**src/d2p_pkg.sv**
```systemverilog
// Package: register map, field layout and types of the die-two control bank
package d2p_pkg;

  // ****************************************************************
  // Bus and register geometry
  // ****************************************************************
  localparam int unsigned D2P_DATA_W  = 32;
  localparam int unsigned D2P_ADDR_W  = 12;
  localparam int unsigned D2P_REG_W   = 16;
  localparam int unsigned D2P_ODD_CH  = 8;
  localparam int unsigned D2P_PH_CH   = 4;
  localparam int unsigned D2P_PH_W    = 4;
  localparam int unsigned D2P_DEG_W   = 12;

  // Register indices; byte address is four times the index
  localparam logic [9:0] D2P_IDX_EXT_ADDR     = 10'h001;
  localparam logic [9:0] D2P_IDX_APPLIED      = 10'h002;
  localparam logic [9:0] D2P_IDX_POWER_CTRL   = 10'h0D5;
  localparam logic [9:0] D2P_IDX_MIXER_PHASE  = 10'h0D7;

  localparam logic [D2P_ADDR_W-1:0] D2P_ADDR_EXT_ADDR =
    {D2P_IDX_EXT_ADDR, 2'h0};
  localparam logic [D2P_ADDR_W-1:0] D2P_ADDR_APPLIED =
    {D2P_IDX_APPLIED, 2'h0};
  localparam logic [D2P_ADDR_W-1:0] D2P_ADDR_POWER_CTRL =
    {D2P_IDX_POWER_CTRL, 2'h0};
  localparam logic [D2P_ADDR_W-1:0] D2P_ADDR_MIXER_PHASE =
    {D2P_IDX_MIXER_PHASE, 2'h0};

  // ****************************************************************
  // Field positions
  // ****************************************************************
  localparam int unsigned D2P_BIT_GLOBAL_PD  = 15;
  localparam int unsigned D2P_BIT_QUICK_PD   = 14;
  localparam int unsigned D2P_BIT_AMP_PD     = 13;
  localparam int unsigned D2P_BIT_ATTEN_PD   = 12;
  localparam int unsigned D2P_BIT_MODE_HI    = 11;
  localparam int unsigned D2P_BIT_MODE_LO    = 10;
  localparam int unsigned D2P_BIT_LOW_NF     = 9;
  localparam int unsigned D2P_BIT_CHAN_PD_HI = 7;
  localparam int unsigned D2P_BIT_EXT_ADDR   = 0;

  // ****************************************************************
  // Reset values and conversion constants
  // ****************************************************************
  localparam logic [D2P_REG_W-1:0] D2P_RST_POWER_CTRL  = 16'h0000;
  localparam logic [D2P_REG_W-1:0] D2P_RST_MIXER_PHASE = 16'h0000;
  localparam logic                 D2P_RST_EXT_ADDR    = 1'h0;
  // Phase step of 22.5 degrees, held in tenths of a degree
  localparam logic [D2P_DEG_W-1:0] D2P_PHASE_STEP_DECIDEG = 12'h0E1;

  // ****************************************************************
  // Types
  // ****************************************************************
  typedef enum logic [1:0] {
    D2P_MODE_LOW_NOISE    = 2'h0,
    D2P_MODE_LOW_POWER    = 2'h1,
    D2P_MODE_MEDIUM_POWER = 2'h2,
    D2P_MODE_RESERVED     = 2'h3
  } d2p_power_mode_type;

  typedef struct packed {
    logic                    global_pd;
    logic                    quick_pd;
    logic                    amp_pd;
    logic                    atten_gain_pd;
    d2p_power_mode_type      mode;
    logic                    low_nf;
    logic [D2P_ODD_CH-1:0]   chan_pd;
  } d2p_die_ctrl_type;

  typedef struct packed {
    logic amp_pd;
    logic atten_gain_pd;
    logic slow_wake;
    logic fast_wake;
  } d2p_chan_pwr_type;

endpackage

```
**src/d2p_chan_decode.sv**
```systemverilog
// Per-channel power decode for one odd channel of die two
`timescale 1ns/1ps
`default_nettype none
module d2p_chan_decode
  import d2p_pkg::*;
#(
  parameter int unsigned IDX = 0
) (
  input  wire d2p_die_ctrl_type ctrl,
  output var  d2p_chan_pwr_type pwr
);

  logic die_off;

  // Converter channel has no control here, so it never powers down
  always_comb begin
    die_off           = ctrl.global_pd | ctrl.quick_pd;
    pwr.amp_pd        = die_off | ctrl.amp_pd
                      | ctrl.chan_pd[IDX];
    pwr.atten_gain_pd = die_off | ctrl.atten_gain_pd
                      | ctrl.chan_pd[IDX];
    pwr.slow_wake     = ctrl.global_pd;
    pwr.fast_wake     = ctrl.quick_pd & ~ctrl.global_pd;
  end

endmodule
`default_nettype wire

```
**src/d2p_regs.sv**
```systemverilog
// APB register bank steering power and mixer phase of die two
//
// Summary of operation
// With extended addressing on, the global bit fully powers down die two's amplifier, attenuator and gain stage for slow wake.
// With extended addressing on, the quick bit partially powers down those stages of die two for fast wake.
// The global and quick bits act on the front-end die only and never on the converters.
// With extended addressing on, the amplifier bit powers down only die two's input amplifier.
// With extended addressing on, the attenuator bit powers down only die two's attenuator and gain amplifier.
// The two-bit mode field picks low noise, low power or medium power.
// Software must not write the reserved mode code.
// The chosen mode reaches die two only while extended addressing is on.
// Software must set the mode field to low noise before writing the low-noise-figure bit.
// With extended addressing on, the low-noise-figure bit turns the improved noise mode on or off on die two.
// Bits 7 to 0 power down channels 15 down to 1 while extended addressing is on.
// A channel power-down stops only that channel's front-end stages, not its converter.
// Each four-bit phase code sets the mixer phase to the code times 22.5 degrees.
// Phase nibbles from high to low program channels 7, 5, 3 and 1 while extended addressing is on.
// A cleared power-down bit leaves its circuits in normal operation.
// While extended addressing is off, the die-two fields have no effect.
`timescale 1ns/1ps
`default_nettype none
module d2p_regs
  import d2p_pkg::*;
#(
  parameter int unsigned ODD_CH = D2P_ODD_CH,
  parameter int unsigned PH_CH  = D2P_PH_CH
) (
  input  wire logic                  pclk,
  input  wire logic                  presetn,
  input  wire logic                  psel,
  input  wire logic                  penable,
  input  wire logic                  pwrite,
  input  wire logic [D2P_ADDR_W-1:0] paddr,
  input  wire logic [D2P_DATA_W-1:0] pwdata,
  input  wire logic [3:0]            pstrb,
  output logic                       pready,
  output logic                       pslverr,
  output logic [D2P_DATA_W-1:0]      prdata,
  output logic                       ext_addr_active,
  output d2p_die_ctrl_type           die_ctrl,
  output d2p_chan_pwr_type           chan_pwr [ODD_CH],
  output logic [D2P_DEG_W-1:0]       mixer_phase_decideg [PH_CH]
);

  // ****************************************************************
  // Register storage
  // ****************************************************************
  logic [D2P_REG_W-1:0]  power_ctrl;
  logic [D2P_REG_W-1:0]  mixer_phase;
  logic                  ext_addr;
  logic [D2P_REG_W-1:0]  next_power_ctrl;
  logic [D2P_REG_W-1:0]  next_mixer_phase;
  logic                  next_ext_addr;
  logic                  next_pready;
  logic                  next_pslverr;
  logic [D2P_DATA_W-1:0] next_prdata;
  logic                  setup;
  logic                  wr_go;
  logic [D2P_REG_W-1:0]  wr_power;
  logic [D2P_REG_W-1:0]  wr_phase;

  // Only the low two lanes exist; upper lanes are dropped
  function automatic logic [D2P_REG_W-1:0] merge_lanes(
    input logic [D2P_REG_W-1:0]  old_val,
    input logic [D2P_DATA_W-1:0] data,
    input logic [3:0]            strb
  );
    logic [D2P_REG_W-1:0] res;
    res = old_val;
    if (strb[0]) begin
      res[7:0] = data[7:0];
    end
    if (strb[1]) begin
      res[15:8] = data[15:8];
    end
    return res;
  endfunction

  // ****************************************************************
  // APB slave: no wait state, answer registered in setup cycle
  // ****************************************************************
  always_comb begin
    setup            = psel & ~penable;
    wr_go            = psel & penable & pready & pwrite;
    next_pready      = setup;
    next_pslverr     = 1'b0;
    next_prdata      = prdata;
    next_power_ctrl  = power_ctrl;
    next_mixer_phase = mixer_phase;
    next_ext_addr    = ext_addr;
    wr_power         = merge_lanes(power_ctrl, pwdata, pstrb);
    wr_phase         = merge_lanes(mixer_phase, pwdata, pstrb);
    // Low-noise-figure bit only takes a write while mode is low noise
    if (power_ctrl[D2P_BIT_MODE_HI:D2P_BIT_MODE_LO] != D2P_MODE_LOW_NOISE)
    begin
      wr_power[D2P_BIT_LOW_NF] = power_ctrl[D2P_BIT_LOW_NF];
    end
    if (setup) begin
      next_prdata = '0;
      case (paddr)
        D2P_ADDR_EXT_ADDR: begin
          next_prdata[D2P_BIT_EXT_ADDR] = ext_addr;
        end
        D2P_ADDR_APPLIED: begin
          next_prdata[$bits(d2p_die_ctrl_type)-1:0] = die_ctrl;
        end
        D2P_ADDR_POWER_CTRL: begin
          next_prdata[D2P_REG_W-1:0] = power_ctrl;
        end
        D2P_ADDR_MIXER_PHASE: begin
          next_prdata[D2P_REG_W-1:0] = mixer_phase;
        end
        default: begin
          next_pslverr = 1'b1;
        end
      endcase
      // Status word is read-only; writing it is an error
      if (pwrite && paddr == D2P_ADDR_APPLIED) begin
        next_pslverr = 1'b1;
      end
    end
    if (wr_go) begin
      case (paddr)
        D2P_ADDR_EXT_ADDR: begin
          if (pstrb[0]) begin
            next_ext_addr = pwdata[D2P_BIT_EXT_ADDR];
          end
        end
        D2P_ADDR_POWER_CTRL: begin
          next_power_ctrl = wr_power;
        end
        D2P_ADDR_MIXER_PHASE: begin
          next_mixer_phase = wr_phase;
        end
        default: begin
          next_ext_addr = ext_addr;
        end
      endcase
    end
  end

  always_ff @(posedge pclk or negedge presetn) begin
    if (!presetn) begin
      pready      <= 1'b0;
      pslverr     <= 1'b0;
      prdata      <= '0;
      power_ctrl  <= D2P_RST_POWER_CTRL;
      mixer_phase <= D2P_RST_MIXER_PHASE;
      ext_addr    <= D2P_RST_EXT_ADDR;
    end else begin
      pready      <= next_pready;
      pslverr     <= next_pslverr;
      prdata      <= next_prdata;
      power_ctrl  <= next_power_ctrl;
      mixer_phase <= next_mixer_phase;
      ext_addr    <= next_ext_addr;
    end
  end

  // ****************************************************************
  // Applied die-two control
  // ****************************************************************
  d2p_die_ctrl_type next_die_ctrl;
  logic             next_ext_active;
  d2p_power_mode_type req_mode;

  always_comb begin
    next_ext_active = next_ext_addr;
    next_die_ctrl   = die_ctrl;
    req_mode = d2p_power_mode_type'(
      next_power_ctrl[D2P_BIT_MODE_HI:D2P_BIT_MODE_LO]);
    // Fields only reach die two under extended addressing
    if (next_ext_addr) begin
      next_die_ctrl.global_pd     =
        next_power_ctrl[D2P_BIT_GLOBAL_PD];
      next_die_ctrl.quick_pd      =
        next_power_ctrl[D2P_BIT_QUICK_PD];
      next_die_ctrl.amp_pd        =
        next_power_ctrl[D2P_BIT_AMP_PD];
      next_die_ctrl.atten_gain_pd =
        next_power_ctrl[D2P_BIT_ATTEN_PD];
      next_die_ctrl.low_nf        =
        next_power_ctrl[D2P_BIT_LOW_NF];
      next_die_ctrl.chan_pd       =
        next_power_ctrl[D2P_BIT_CHAN_PD_HI:0];
      // Reserved mode code keeps the last legal mode in force
      case (req_mode)
        D2P_MODE_LOW_NOISE,
        D2P_MODE_LOW_POWER,
        D2P_MODE_MEDIUM_POWER: begin
          next_die_ctrl.mode = req_mode;
        end
        default: begin
          next_die_ctrl.mode = die_ctrl.mode;
        end
      endcase
    end
  end

  always_ff @(posedge pclk or negedge presetn) begin
    if (!presetn) begin
      die_ctrl        <= '0;
      ext_addr_active <= 1'b0;
    end else begin
      die_ctrl        <= next_die_ctrl;
      ext_addr_active <= next_ext_active;
    end
  end

  // ****************************************************************
  // Per-channel power outputs
  // ****************************************************************
  d2p_chan_pwr_type chan_dec [ODD_CH];

  genvar gi;
  generate
    for (gi = 0; gi < ODD_CH; gi++) begin : g_chan
      d2p_chan_decode #(
        .IDX (gi)
      ) u_dec (
        .ctrl (next_die_ctrl),
        .pwr  (chan_dec[gi])
      );

      always_ff @(posedge pclk or negedge presetn) begin
        if (!presetn) begin
          chan_pwr[gi] <= '0;
        end else begin
          chan_pwr[gi] <= chan_dec[gi];
        end
      end
    end
  endgenerate

  // ****************************************************************
  // Mixer phase outputs, nibble k drives channel 2k+1
  // ****************************************************************
  logic [D2P_DEG_W-1:0] next_phase [PH_CH];

  generate
    for (gi = 0; gi < PH_CH; gi++) begin : g_phase
      always_comb begin
        next_phase[gi] = mixer_phase_decideg[gi];
        if (next_ext_addr) begin
          next_phase[gi] = D2P_DEG_W'(
            next_mixer_phase[gi*D2P_PH_W +: D2P_PH_W]
            * D2P_PHASE_STEP_DECIDEG);
        end
      end

      always_ff @(posedge pclk or negedge presetn) begin
        if (!presetn) begin
          mixer_phase_decideg[gi] <= '0;
        end else begin
          mixer_phase_decideg[gi] <= next_phase[gi];
        end
      end
    end
  endgenerate

endmodule
`default_nettype wire

```
**config.mk**
```make
export PLATFORM = sky130hd
export DESIGN_NAME = d2p_regs
export DESIGN_NICKNAME = d
export VERILOG_FILES = /design/src/d2p_pkg.sv /design/src/d2p_chan_decode.sv /design/src/d2p_regs.sv
export SDC_FILE = /design/constraint.sdc
export NUM_CORES = 1
export LEC_CHECK = 0
export ABC_AREA = 1
export BUFFER_PORTS_ARGS = -buffer_cell sky130_fd_sc_hd__buf_2
export CELL_PAD_IN_SITES_DETAIL_PLACEMENT = 1
export CELL_PAD_IN_SITES_GLOBAL_PLACEMENT = 1
export CORE_ASPECT_RATIO = 1.75
export CORE_MARGIN = 5
export CORE_UTILIZATION = 40
export CTS_CLUSTER_DIAMETER = 40
export DETAILED_ROUTE_END_ITERATION = 8
export PLACE_DENSITY_LB_ADDON = 0.25
export SLEW_MARGIN = 20
export SYNTH_ARGS = -nofsm -noshare
export SYNTH_HDL_FRONTEND = slang
export SYNTH_HIERARCHICAL = 1
export SYNTH_SLANG_ARGS = --single-unit
```
**constraint.sdc**
```tcl
create_clock -name pclk -period 8.2 [get_ports pclk]
set_input_delay 1.23 -clock pclk [delete_from_list [all_inputs] [get_ports pclk]]
set_output_delay 1.23 -clock pclk [all_outputs]
set_load 0.05 [all_outputs]
```
After elaboration in Yosys (flattened, before gate mapping):

Index checks and enable logic that the tools add are counted.
Widths: inputs -> output; s select.

* flip-flop bits (word level): 131
* bits of input ports: 53
* output and inout port bits: 130

* multipliers: 4
* eq/ne operators: 6
* muxes and demuxes: 20
* bitwise operators: 26
* reduce and logical (&&, ||, !) cells: 7

Operators with widths (number)
* $mux 16: 4
* $mul 4x8->12 const B: 4
* $pmux 14 s3: 1
* $mux 8: 4
* $eq 12x10->1 const B: 2
* $or 1x1->1: 19
* $mux 15: 1
* $eq 12x3->1 const B: 1
* $eq 12x4->1 const B: 1
* $mux 1: 7
* $and 1x1->1: 5
* $pmux 1 s4: 1
* $reduce_or 4->1: 1
* $reduce_and 3->1: 1
* $reduce_or 3->1: 1
* $eq 2x1->1 const B: 1
* $eq 2x2->1 const B: 1
* $logic_not 2->1: 1
* $mux 2: 1
* $not 1->1: 2
* $pmux 1 s2: 1
* $reduce_and 2->1: 1
* $reduce_bool 2->1: 1
* $logic_and 1x1->1: 1

Depth between registers and ports, before layout:

Gate-level depths: netlist (run 1).

* depth after elaboration: 11
* depth in mapped cells: 20

Hierarchy:

The synthesis (run 1) kept the hierarchy.

By module, submodules not included
* d2p_regs: instances 1, cells an instance 689, area each 6530.0 µm², sequential area each 3453.3 µm²
* d2p_chan_decode: instances 8, cells an instance 8, area each 36.3 µm², sequential area each 0.0 µm²

Least setup slack after synthesis (run 1):

OpenSTA, ideal clock, no wires.

* path type: in2reg
* start: in paddr[5]
* end: reg mixer_phase_decideg[35] in the netlist's numbering
* library setup time: 0.130 ns
* arrival time: 4.212 ns
* data required time: 8.070 ns
* slack: 3.857 ns
* stages on the path: 14
* path buffers: 0
* path through: nor2_1 nand2_2 nor2_4 nand3_1 clkinv_1 nand2_1 o21ai_0 fa_1 ha_1 inv_1 fa_1 o21ai_0 xnor2_1 o21ai_1

* longest elaborated chain between the ends: 4
* elaborated cells on any way between the ends: 7

Ends and longest elaborated chain
* start, declared: line d2p_regs.sv:33 `input wire logic [D2P_ADDR_W-1:0] paddr,`
* $eq 12x10->1: line d2p_regs.sv:123 `case (paddr)`
* $mux 16: line d2p_regs.sv:123
* $mux 16: line d2p_regs.sv:122 `if (wr_go) begin`
* named net next_mixer_phase[5]: line d2p_regs.sv:52 `logic [D2P_REG_W-1:0] next_mixer_phase;`
* $mul 4x8->12: line d2p_regs.sv:247 `* D2P_PHASE_STEP_DECIDEG);`
* end signal, assigned by index: line d2p_regs.sv:255 `mixer_phase_decideg[gi] <= next_phase[gi];`
* end, declared: line d2p_regs.sv:42 `output logic [D2P_DEG_W-1:0] mixer_phase_decideg [PH_CH]`

The timed path passes the listed nets, and every way through them passes these cells.
A chain may end at the register's enable or synchronous reset.

Final worst setup path (run 1):

* start: in paddr[0]
* end: reg mixer_phase_decideg[35] in the netlist's numbering

The elaborated chain is that of the path after synthesis.

==> results.json, run 1 <==
{
  "slew_headroom_pct": 29.0,
  "slowest_stage": "nor2_2",
  "drv_cap": 0,
  "preCtsSetupSlack_ns": 3.08,
  "clock_sinks": 138,
  "worst_pin_slew_ns": 1.06,
  "holdWs_ns": 0.467,
  "place.port_buffers": 144,
  "first_iter_violations": 153,
  "synth_cell_types": 38,
  "grt_max_degree": 84,
  "cp-end-kind": "register",
  "setup_viol": 0,
  "place.gp.congestion": 0.803,
  "crit_fanout": 14,
  "rows": 63,
  "dp.cells": 1098,
  "grt_pass1_wl_um": 29800,
  "grt-ovfl-total": 0,
  "fin_util_pct": 48.3,
  "drive_above_1_share_pct": 23.4,
  "start_util_pct": 40.4,
  "peakVddDrop_mv": 0.136,
  "die_area_um2": 19900,
  "ant_nets": 0,
  "tns_ns": 0,
  "insertion_delay_ns": 0.43,
  "area_growth_pct": 19.4,
  "hp-class": "reg2reg",
  "startpoint": "paddr[0]",
  "fp.dieW_um": 109,
  "clkPwrFrac_pct": 48.5,
  "hold_viol": 0,
  "drt_first_pass_iters": 4,
  "clk_pin_slew_worst_paths_ns": 0.06,
  "layout.nets": 994,
  "path_cells": "buf_2, inv_2, nand2_2, nor2_2, nand4_1, nor2_1, nand2_1, o21ai_0, inv_1, fa_1, ha_1, inv_1, fa_1, o21ai_0, xnor2_1, o21ai_1",
  "syn_inst": 753,
  "drc": 0,
  "critical_path_arrival_ns": 5.05,
  "seqPwrFrac_pct": 46.7,
  "ys_ff_latch": 138,
  "fin_ws_ns": 3.43,
  "cts_setup_buffers": 0,
  "dp_hpwl_um": 13400,
  "cts_tree": "built",
  "antenna_cells": 0,
  "grt_pass1_vias": 5807,
  "wl_um": 18200,
  "syn_area_um2": 6820,
  "cts-hold-fix-buffers": 0,
  "cts_resized": 0,
  "cts_root_buffer": "clkbuf_16",
  "yosys_warnings": 6,
  "mostFrequentLayoutCells": "230 x nand2_1, 143 x buf_2, 138 x dfrtp_1, 67 x inv_1, 41 x ha_1",
  "critPathMaxStageDelay_ns": 0.52,
  "status": "complete, no violations",
  "clock.fmax_mhz": 209,
  "h-tree-depth": 4,
  "final_common_cell": "nand2_1",
  "io_pins": 183,
  "rsz0062_at_grt": "no",
  "dr_total_vias": 5422,
  "finalClockSkew_ns": 0.00684,
  "fin_crit_sh_pct": 58.2,
  "core_area_um2": 16900,
  "switching_power_w": 0.000365,
  "antenna_found_initial": 0,
  "layoutNonFillerInstCount": 1130,
  "hold_start": "mixer_phase_decideg[20]",
  "cts_buffers": 17,
  "syn_area_per_cell_um2": 9.06,
  "clockBufferDepth": 2,
  "p_int_w": 0.00110,
  "timing.rr.start": "pready",
  "swShare_pct": 24.9,
  "period_needed_ns": 4.77,
  "grt_usage_pct": 19.5,
  "vias_per_cell": 4.80,
  "seq_area_frac_synth_pct": 50.6,
  "crit_type": "in2reg",
  "leakage_nw": 4.68,
  "start_kind": "primary input",
  "combPwrFrac_pct": 4.7,
  "p_per_area_nw_per_um2": 180,
  "post_drt_wl_per_cell_um": 16.1,
  "slew_violations": 0,
  "critPathRequiredTime_ns": 8.48,
  "die_h_um": 183
}
[synthesized netlist by cell type, drive strengths merged]
cell      n  area share (%)
nand3    32             2.3
ha       41             7.5
xnor2     9             1.2
o21a      1            0.11
nand3b    2            0.22
nor3      4            0.46
a22o      8             1.0
nor4      1           0.092
o211ai    1            0.11
buf      46             4.8
clkinv    2            0.11
conb      1           0.055
inv      74             4.1
nand4     6            0.55
o21ai    63             4.8
nor2     52             3.5
nand2   237              13
dfrtp   138              51
o22ai     1           0.092
clkbuf    3            0.17
xor2      3            0.39
and2      1           0.092
o221ai    2            0.26
a31oi     1           0.092
a21oi    11            0.81
or2       1           0.092
o21bai    1            0.11
a21boi    1            0.11
fa       10             2.9
[layer usage]
metal | vias to the layer above | wire length, um | track usage [%]
met2 | 127 | 9840 | 35.1
li1 | 2612 | - | -
met3 | 19 | 796 | 4.30
met5 | - | 0 | 0
met4 | 0 | 344 | 6.67
met1 | 2664 | 7270 | 22.6
[worst paths after layout]
kind                       slack [ns]                 endpoint  depth (start not counted)
setup reg to reg                 4.31  mixer_phase_decideg[35]                         14
hold / removal                   0.47  mixer_phase_decideg[20]                          2
setup / recovery                 3.43  mixer_phase_decideg[35]                         16
max in group asynchronous        6.12             chan_pwr[16]                          2
hold reg to reg                  0.47  mixer_phase_decideg[20]                          2
min in group asynchronous        0.83             chan_pwr[18]                          1
[critical path, delay by kind of cell]
kind / cells / cell delay, ns
compound gates: 3 / 0.64
xor+xnor: 1 / 0.17
fa+ha+maj: 3 / 1.29
buf+inv: 4 / 0.42
simple gates: 5 / 1.29
[state kept, by name, indices dropped and copies added, names as in the netlist, 15 cells and up]
register / cells
chan_pwr: 32
die_ctrl: 15
mixer_phase: 16
mixer_phase_decideg: 40
power_ctrl: 16
prdata: 16
[layout make-up]
cell class / instances / area (um2)
fill: 2055 / 8720
clock buffer: 20 / 457
tap: 227 / 284
inverter: 76 / 285
timing repair buffer: 148 / 757
sequential: 138 / 3450
clock inverter: 12 / 91.3
multi-input combinational: 509 / 2820
[power by group through the flow]
stage	combinational, W	sequential (W)	clock [W]
2_1_floorplan	0.0000387	0.000705	0
3_3_place_gp	0.0000701	0.000697	0
3_5_place_dp	0.0000704	0.000697	0
4_1_cts	0.0000706	0.000684	0.000729
5_1_grt	0.0000763	0.000684	0.000761
6_report	0.0000692	0.000684	0.000711
[through the flow]
step | power [W] | instance area [um2]
final | 0.00146 | 8140
after global routing | 0.00152 | 8140
after CTS | 0.00148 | 8140
after detailed placement | 0.000767 | 7600
after global placement | 0.000767 | 7600
after floorplan | 0.000744 | 6890
[cell families (layout without fill, tap and decap cells)]
| kind of cell | after synthesis | count (layout) | synth area share (%) |
|---|---|---|---|
| AO/OA/AOI/OAI | 90 | 90 | 7.56 |
| other | 1 | 20 | 0.0550 |
| flip-flops | 138 | 138 | 50.6 |
| adder cells (fa/ha/maj) | 51 | 51 | 10.5 |
| AND/OR/NAND/NOR | 336 | 336 | 20.6 |
| buffers and inverters | 125 | 256 | 9.12 |
| XOR/XNOR | 12 | 12 | 1.54 |
No activity file was read; power rests on OpenSTA's default activity.
==> inputs of run 2 (changes only) <==
==> constraint.sdc (replaced) <==
create_clock -name pclk -period 4.8 [get_ports pclk]
set_input_delay 0.72 -clock pclk [delete_from_list [all_inputs] [get_ports pclk]]
set_output_delay 0.72 -clock pclk [all_outputs]
set_load 0.05 [all_outputs]
==> run 2 against run 1 <==
Register-to-register slack got worse by 3.4 ns. First-iteration DRC count rose by 20%. Cell count grew 0.35%. Routed wire length increased by 1.5%.
==> results.json, run 2 (synthesis gave the netlist of run 1 again) <==
{
  "clock.fmax_mhz": 255,
  "clockBufferDepth": 2,
  "vias_per_cell": 4.81,
  "tns_ns": 0,
  "slowest_stage": "fa_1",
  "cp_common_cell": "inv_1",
  "regMostFlops": "mixer_phase_decideg",
  "r2r_end": "mixer_phase_decideg[35]",
  "cts_setup_buffers": 0,
  "gr-usage-met1_pct": 23.0,
  "drive_above_1_share_pct": 23.8,
  "rows": 63,
  "gr-usage-met2_pct": 35.1,
  "power_w": 0.00271,
  "h-tree-depth": 4,
  "layout.nets": 998,
  "p_per_area_nw_per_um2": 327,
  "grt-ovfl-total": 0,
  "core_area_um2": 16900,
  "holdWs_ns": 0.215,
  "status": "complete, no violations",
  "mostFrequentLayoutCells": "230 x nand2_1, 143 x buf_2, 138 x dfrtp_1, 67 x inv_1, 41 x ha_1",
  "cts-hold-fix-buffers": 0,
  "fp.dieW_um": 109,
  "cts_tree": "built",
  "insertion_delay_ns": 0.43,
  "setup_viol": 0,
  "io_pins": 183,
  "drc": 0,
  "place.gp.congestion": 0.832,
  "grt.busiest_layer": "met2",
  "clk_pin_slew_worst_paths_ns": 0.06,
  "reg_top3": "mixer_phase_decideg (40), chan_pwr (32)",
  "hp-class": "in2async",
  "critPathMaxStageDelay_ns": 0.51,
  "grt_pass1_wl_um": 30400,
  "met3_usage_pct": 4.93,
  "die_h_um": 183,
  "start_kind": "primary input",
  "finalClockSkew_ns": 0.0106,
  "post_drt_wl_per_cell_um": 16.3,
  "dr_total_vias": 5451,
  "ant_nets": 0,
  "worst_pin_slew_ns": 0.867,
  "leakage_nw": 4.76,
  "antenna_found_initial": 0,
  "clock_sinks": 138,
  "path_cells": "buf_2, nand4_1, inv_1, nand4_1, nor2_1, nand2_1, o21ai_0, inv_1, fa_1, ha_1, inv_1, fa_1, o21ai_0, xnor2_1, o21ai_1",
  "first_iter_violations": 183,
  "critical_path_arrival_ns": 4.22,
  "timing.rr.start": "pready",
  "crit_fanout": 8,
  "start_util_pct": 40.4,
  "cts_buffers": 17,
  "crit_type": "in2reg",
  "largest_reg_flops": 40,
  "place.port_buffers": 144,
  "fin_ws_ns": 0.871,
  "drt_first_pass_iters": 4,
  "grt_pass1_vias": 5913,
  "cts_root_buffer": "clkbuf_16",
  "final_common_cell": "nand2_1",
  "dp_hpwl_um": 13600,
  "cts_resized": 0,
  "die_area_um2": 19900,
  "peakVddDrop_mv": 0.225,
  "r2r_slack_ns": 0.92,
  "drv_cap": 0,
  "period_needed_ns": 3.93,
  "hold_viol": 0,
  "preCtsSetupSlack_ns": 0.496,
  "wl_um": 18500,
  "fin_util_pct": 49.1,
  "slew_violations": 0,
  "reg2reg_depth": 14,
  "critPathRequiredTime_ns": 5.09,
  "fin_crit_sh_pct": 81.9,
  "cp-end-kind": "register",
  "grt_usage_pct": 19.7,
  "grt_max_degree": 107,
  "nFillCells": 2115,
  "rsz0062_at_grt": "no",
  "area_growth_pct": 21.4,
  "antenna_cells": 0,
  "slew_headroom_pct": 42.0
}
[run 2: changes by cell type in the layout (fill, tap and decap cells not counted)]
| cell | delta |
|---|---|
| buf_4 | +3 |
| clkinvlp_4 | -4 |
| inv_8 | +1 |
| bufinv_16 | +4 |
| inv_6 | +1 |
| clkbuf_1 | -1 |
| clkinv_4 | +1 |
| buf_16 | +1 |
| clkbuf_8 | -2 |
[run 2: per-layer routing]
metal | share of wire, % | up-vias | wire (um)
met4 | 1.9 | 0 | 354
met2 | 53 | 128 | 9870
met1 | 40 | 2679 | 7410
met3 | 4.8 | 20 | 890
li1 | - | 2624 | -
met5 | 0 | - | 0
[run 2: how the worst max path moves through the flow]
stage,startpoint,to,slack (ns),cells after the start
finish,pwrite,mixer_phase_decideg[35],0.87,15
global route,pwrite,mixer_phase_decideg[35],0.59,15
CTS,pwrite,mixer_phase_decideg[35],0.86,15
detailed placement,pwrite,mixer_phase_decideg[35],0.50,15
global placement,pwrite,mixer_phase_decideg[35],0.60,15
floorplan,paddr[5],mixer_phase_decideg[35],0.97,14
[run 2: layout make-up]
| class | instances | area, um2 | area share (%) |
|---|---|---|---|
| Clock inverter | 15 | 210 | 2.54 |
| Timing Repair Buffer | 152 | 807 | 9.74 |
| Clock buffer | 17 | 425 | 5.14 |
| Sequential cell | 138 | 3450 | 41.7 |
| Inverter | 76 | 285 | 3.44 |
| Tap cell | 227 | 284 | 3.43 |
| Multi-Input combinational cell | 509 | 2820 | 34.0 |
[run 2: per-stage QoR]
| step | cells | instance area, um2 |
|---|---|---|
| 2_1_floorplan | 772 | 6890 |
| 3_3_place_gp | 1101 | 7620 |
| 3_5_place_dp | 1101 | 7620 |
| 4_1_cts | 1133 | 8250 |
| 5_1_grt | 1134 | 8280 |
| 6_report | 1134 | 8280 |
[run 2: power breakdown]
group	internal [W]	leakage, nW	switching, W	total [W]
registers	0.00117	1.84	0.00000165	0.00117
logic	0.0000225	2.62	0.000100	0.000123
clock network	0.000881	0.311	0.000538	0.00142
[run 2: worst max-delay path, delay by kind of cell]
kind / cells / cell delay, ns
simple gates: 4 / 0.86
buf+inv: 4 / 0.57
fa+ha+maj: 3 / 1.31
compound gates: 3 / 0.61
xor+xnor: 1 / 0.15
==> inputs of run 3 (changes only) <==
--- a/config.mk
+++ b/config.mk
@@ -11,7 +11,7 @@
 export CELL_PAD_IN_SITES_GLOBAL_PLACEMENT = 1
 export CORE_ASPECT_RATIO = 1.75
 export CORE_MARGIN = 5
-export CORE_UTILIZATION = 40
+export CORE_UTILIZATION = 36
 export CTS_CLUSTER_DIAMETER = 40
 export DETAILED_ROUTE_END_ITERATION = 8
 export PLACE_DENSITY_LB_ADDON = 0.25
==> constraint.sdc (replaced) <==
create_clock -name pclk -period 3.3 [get_ports pclk]
set_input_delay 0.495 -clock pclk [delete_from_list [all_inputs] [get_ports pclk]]
set_output_delay 0.495 -clock pclk [all_outputs]
set_load 0.05 [all_outputs]
==> run 3 against run 2 <==
Flip-flop and latch count stayed put. Sequential share of layout area is 2.1 points lower. Combinational power grew 51%. Critical path depth decreased by 1. Power up 46%. Register-to-register slack worse by 0.73 ns. Final area increased by 5.4%. Hold slack worse by 0.17 ns. Largest cell class unchanged. Via count grew 2.8%. Critical path type is now reg2reg. Cell count up 5.6%. Clock power up 46%. Routed wire length rose by 3.7%.
==> results.json, run 3 (synthesis gave the netlist of run 1 again) <==
{
  "fin_util_pct": 46.8,
  "cts_buffers": 17,
  "postPlaceCellArea_um2": 8050,
  "clkPwrFrac_pct": 52.3,
  "critPathMaxStageDelay_ns": 0.47,
  "combPwrFrac_pct": 4.7,
  "regMostFlops": "mixer_phase_decideg",
  "peakVddDrop_mv": 0.340,
  "r2r_end": "mixer_phase_decideg[35]",
  "drt_first_pass_iters": 4,
  "final_common_cell": "nand2_1",
  "crit_type": "reg2reg",
  "dp_hpwl_um": 14700,
  "wl_um": 19200,
  "antenna_cells": 0,
  "start_kind": "register",
  "area_growth_pct": 28.0,
  "grt_pass1_wl_um": 31400,
  "cts_root_buffer": "clkbuf_16",
  "gr-usage-met2_pct": 33.6,
  "p_per_area_nw_per_um2": 453,
  "grt.busiest_layer": "met2",
  "place.gp.congestion": 0.796,
  "drv_cap": 0,
  "slew_headroom_pct": 58.9,
  "first_iter_violations": 178,
  "grt_usage_pct": 18.5,
  "nFillCells": 2295,
  "slew_violations": 0,
  "grt_pass1_vias": 6154,
  "drive_above_1_share_pct": 29.3,
  "clk_pin_slew_worst_paths_ns": 0.06,
  "gr-usage-met1_pct": 20.7,
  "cp_num_buf_inv": 3,
  "seqPwrFrac_pct": 43.0,
  "grt-ovfl-total": 0,
  "clock.fmax_mhz": 322,
  "slowest_stage": "fa_1",
  "switching_power_w": 0.000937,
  "largest_reg_flops": 40,
  "status": "complete, no violations",
  "io_pins": 183,
  "timing.rr.start": "pready",
  "vias_per_cell": 4.68,
  "mostFrequentLayoutCells": "229 x nand2_1, 143 x buf_2, 137 x dfrtp_1, 63 x inv_1, 60 x buf_4",
  "antenna_found_initial": 0,
  "swShare_pct": 23.7,
  "setup_viol": 0,
  "dr_total_vias": 5604,
  "layout.nets": 1051,
  "core_area_um2": 18700,
  "die_h_um": 192,
  "fp.dieW_um": 114,
  "hold_viol": 0,
  "critical_path_arrival_ns": 3.41,
  "worst_pin_slew_ns": 0.617,
  "reg_top3": "mixer_phase_decideg (40), chan_pwr (32)",
  "place.port_buffers": 144,
  "post_drt_wl_per_cell_um": 16.0,
  "design_area_um2": 8730,
  "critPathRequiredTime_ns": 3.60,
  "leakage_nw": 5.02,
  "start_util_pct": 36.5,
  "drc": 0,
  "ant_nets": 0,
  "rsz0062_at_grt": "yes",
  "reg2reg_depth": 14,
  "crit_family": "adder cells",
  "r2r_slack_ns": 0.19,
  "tns_ns": 0,
  "rows": 66,
  "cts-hold-fix-buffers": 0,
  "fin_crit_sh_pct": 94.2,
  "clockBufferDepth": 2,
  "h-tree-depth": 4,
  "die_area_um2": 21900,
  "path_cells": "nand4_1, inv_2, nand4_1, nor2_4, nand2_1, o21ai_1, inv_2, fa_1, ha_1, inv_1, fa_1, o21ai_2, xnor2_1, o21ai_1",
  "insertion_delay_ns": 0.43,
  "crit_fanout": 8,
  "cp-end-kind": "register",
  "p_int_w": 0.00302,
  "period_needed_ns": 3.11,
  "finalClockSkew_ns": 0.0125,
  "cts_tree": "built",
  "met3_usage_pct": 3.88,
  "hp-class": "in2async",
  "clock_sinks": 138,
  "grt_max_degree": 66
}
[run 3: timing repair]
action                     in CTS  in global routing
buffers inserted                0                  2
gates resized for setup         0                 15
setup endpoints to repair       0                  9
[run 3: layout make-up]
cell class	count	area (um2)	share of cell area, %
clock buffer	17	425	4.87
clock inverter	14	209	2.39
inverter	76	285	3.27
multi-input combinational	509	2860	32.8
sequential	138	3450	39.6
tap	238	298	3.41
timing repair buffer	205	1200	13.7
[run 3: how the worst max path moves through the flow]
stage	startpoint	to	slack [ns]	cells past startpoint
final	pready	mixer_phase_decideg[35]	0.19	14
after global routing	pready	mixer_phase_decideg[35]	-0.003	14
after CTS	pready	mixer_phase_decideg[47]	0.01	15
after detailed placement	paddr[6]	mixer_phase_decideg[21]	-0.24	19
after global placement	paddr[5]	mixer_phase_decideg[35]	-0.16	15
after floorplan	pready	mixer_phase_decideg[35]	0.005	14
[run 3: power groups by stage]
stage                     Sequential [W]  Clock (W)  Combinational [W]
after floorplan                  0.00175          0          0.0000966
after global placement           0.00173          0           0.000187
after detailed placement         0.00173          0           0.000189
after CTS                        0.00170    0.00211           0.000189
after global routing             0.00170    0.00218           0.000204
final                            0.00170    0.00207           0.000186
[run 3: through the flow]
stage | std cells | power [W] | hold WS [ns] | setup slack (ns)
global placement | 1164 | 0.00192 | 0.452 | -0.163
detailed placement | 1164 | 0.00192 | 0.460 | -0.235
global route | 1197 | 0.00408 | 0.111 | -0.00317
floorplan | 772 | 0.00185 | 0.199 | 0.00465
CTS | 1195 | 0.00400 | 0.0758 | 0.0147
finish | 1197 | 0.00396 | 0.0460 | 0.191
[run 3: routing by layer]
metal,vias to the layer above,wire length [um]
met4,0,507
met1,2720,7570
met2,127,10300
met5,-,0
met3,31,850
li1,2726,-
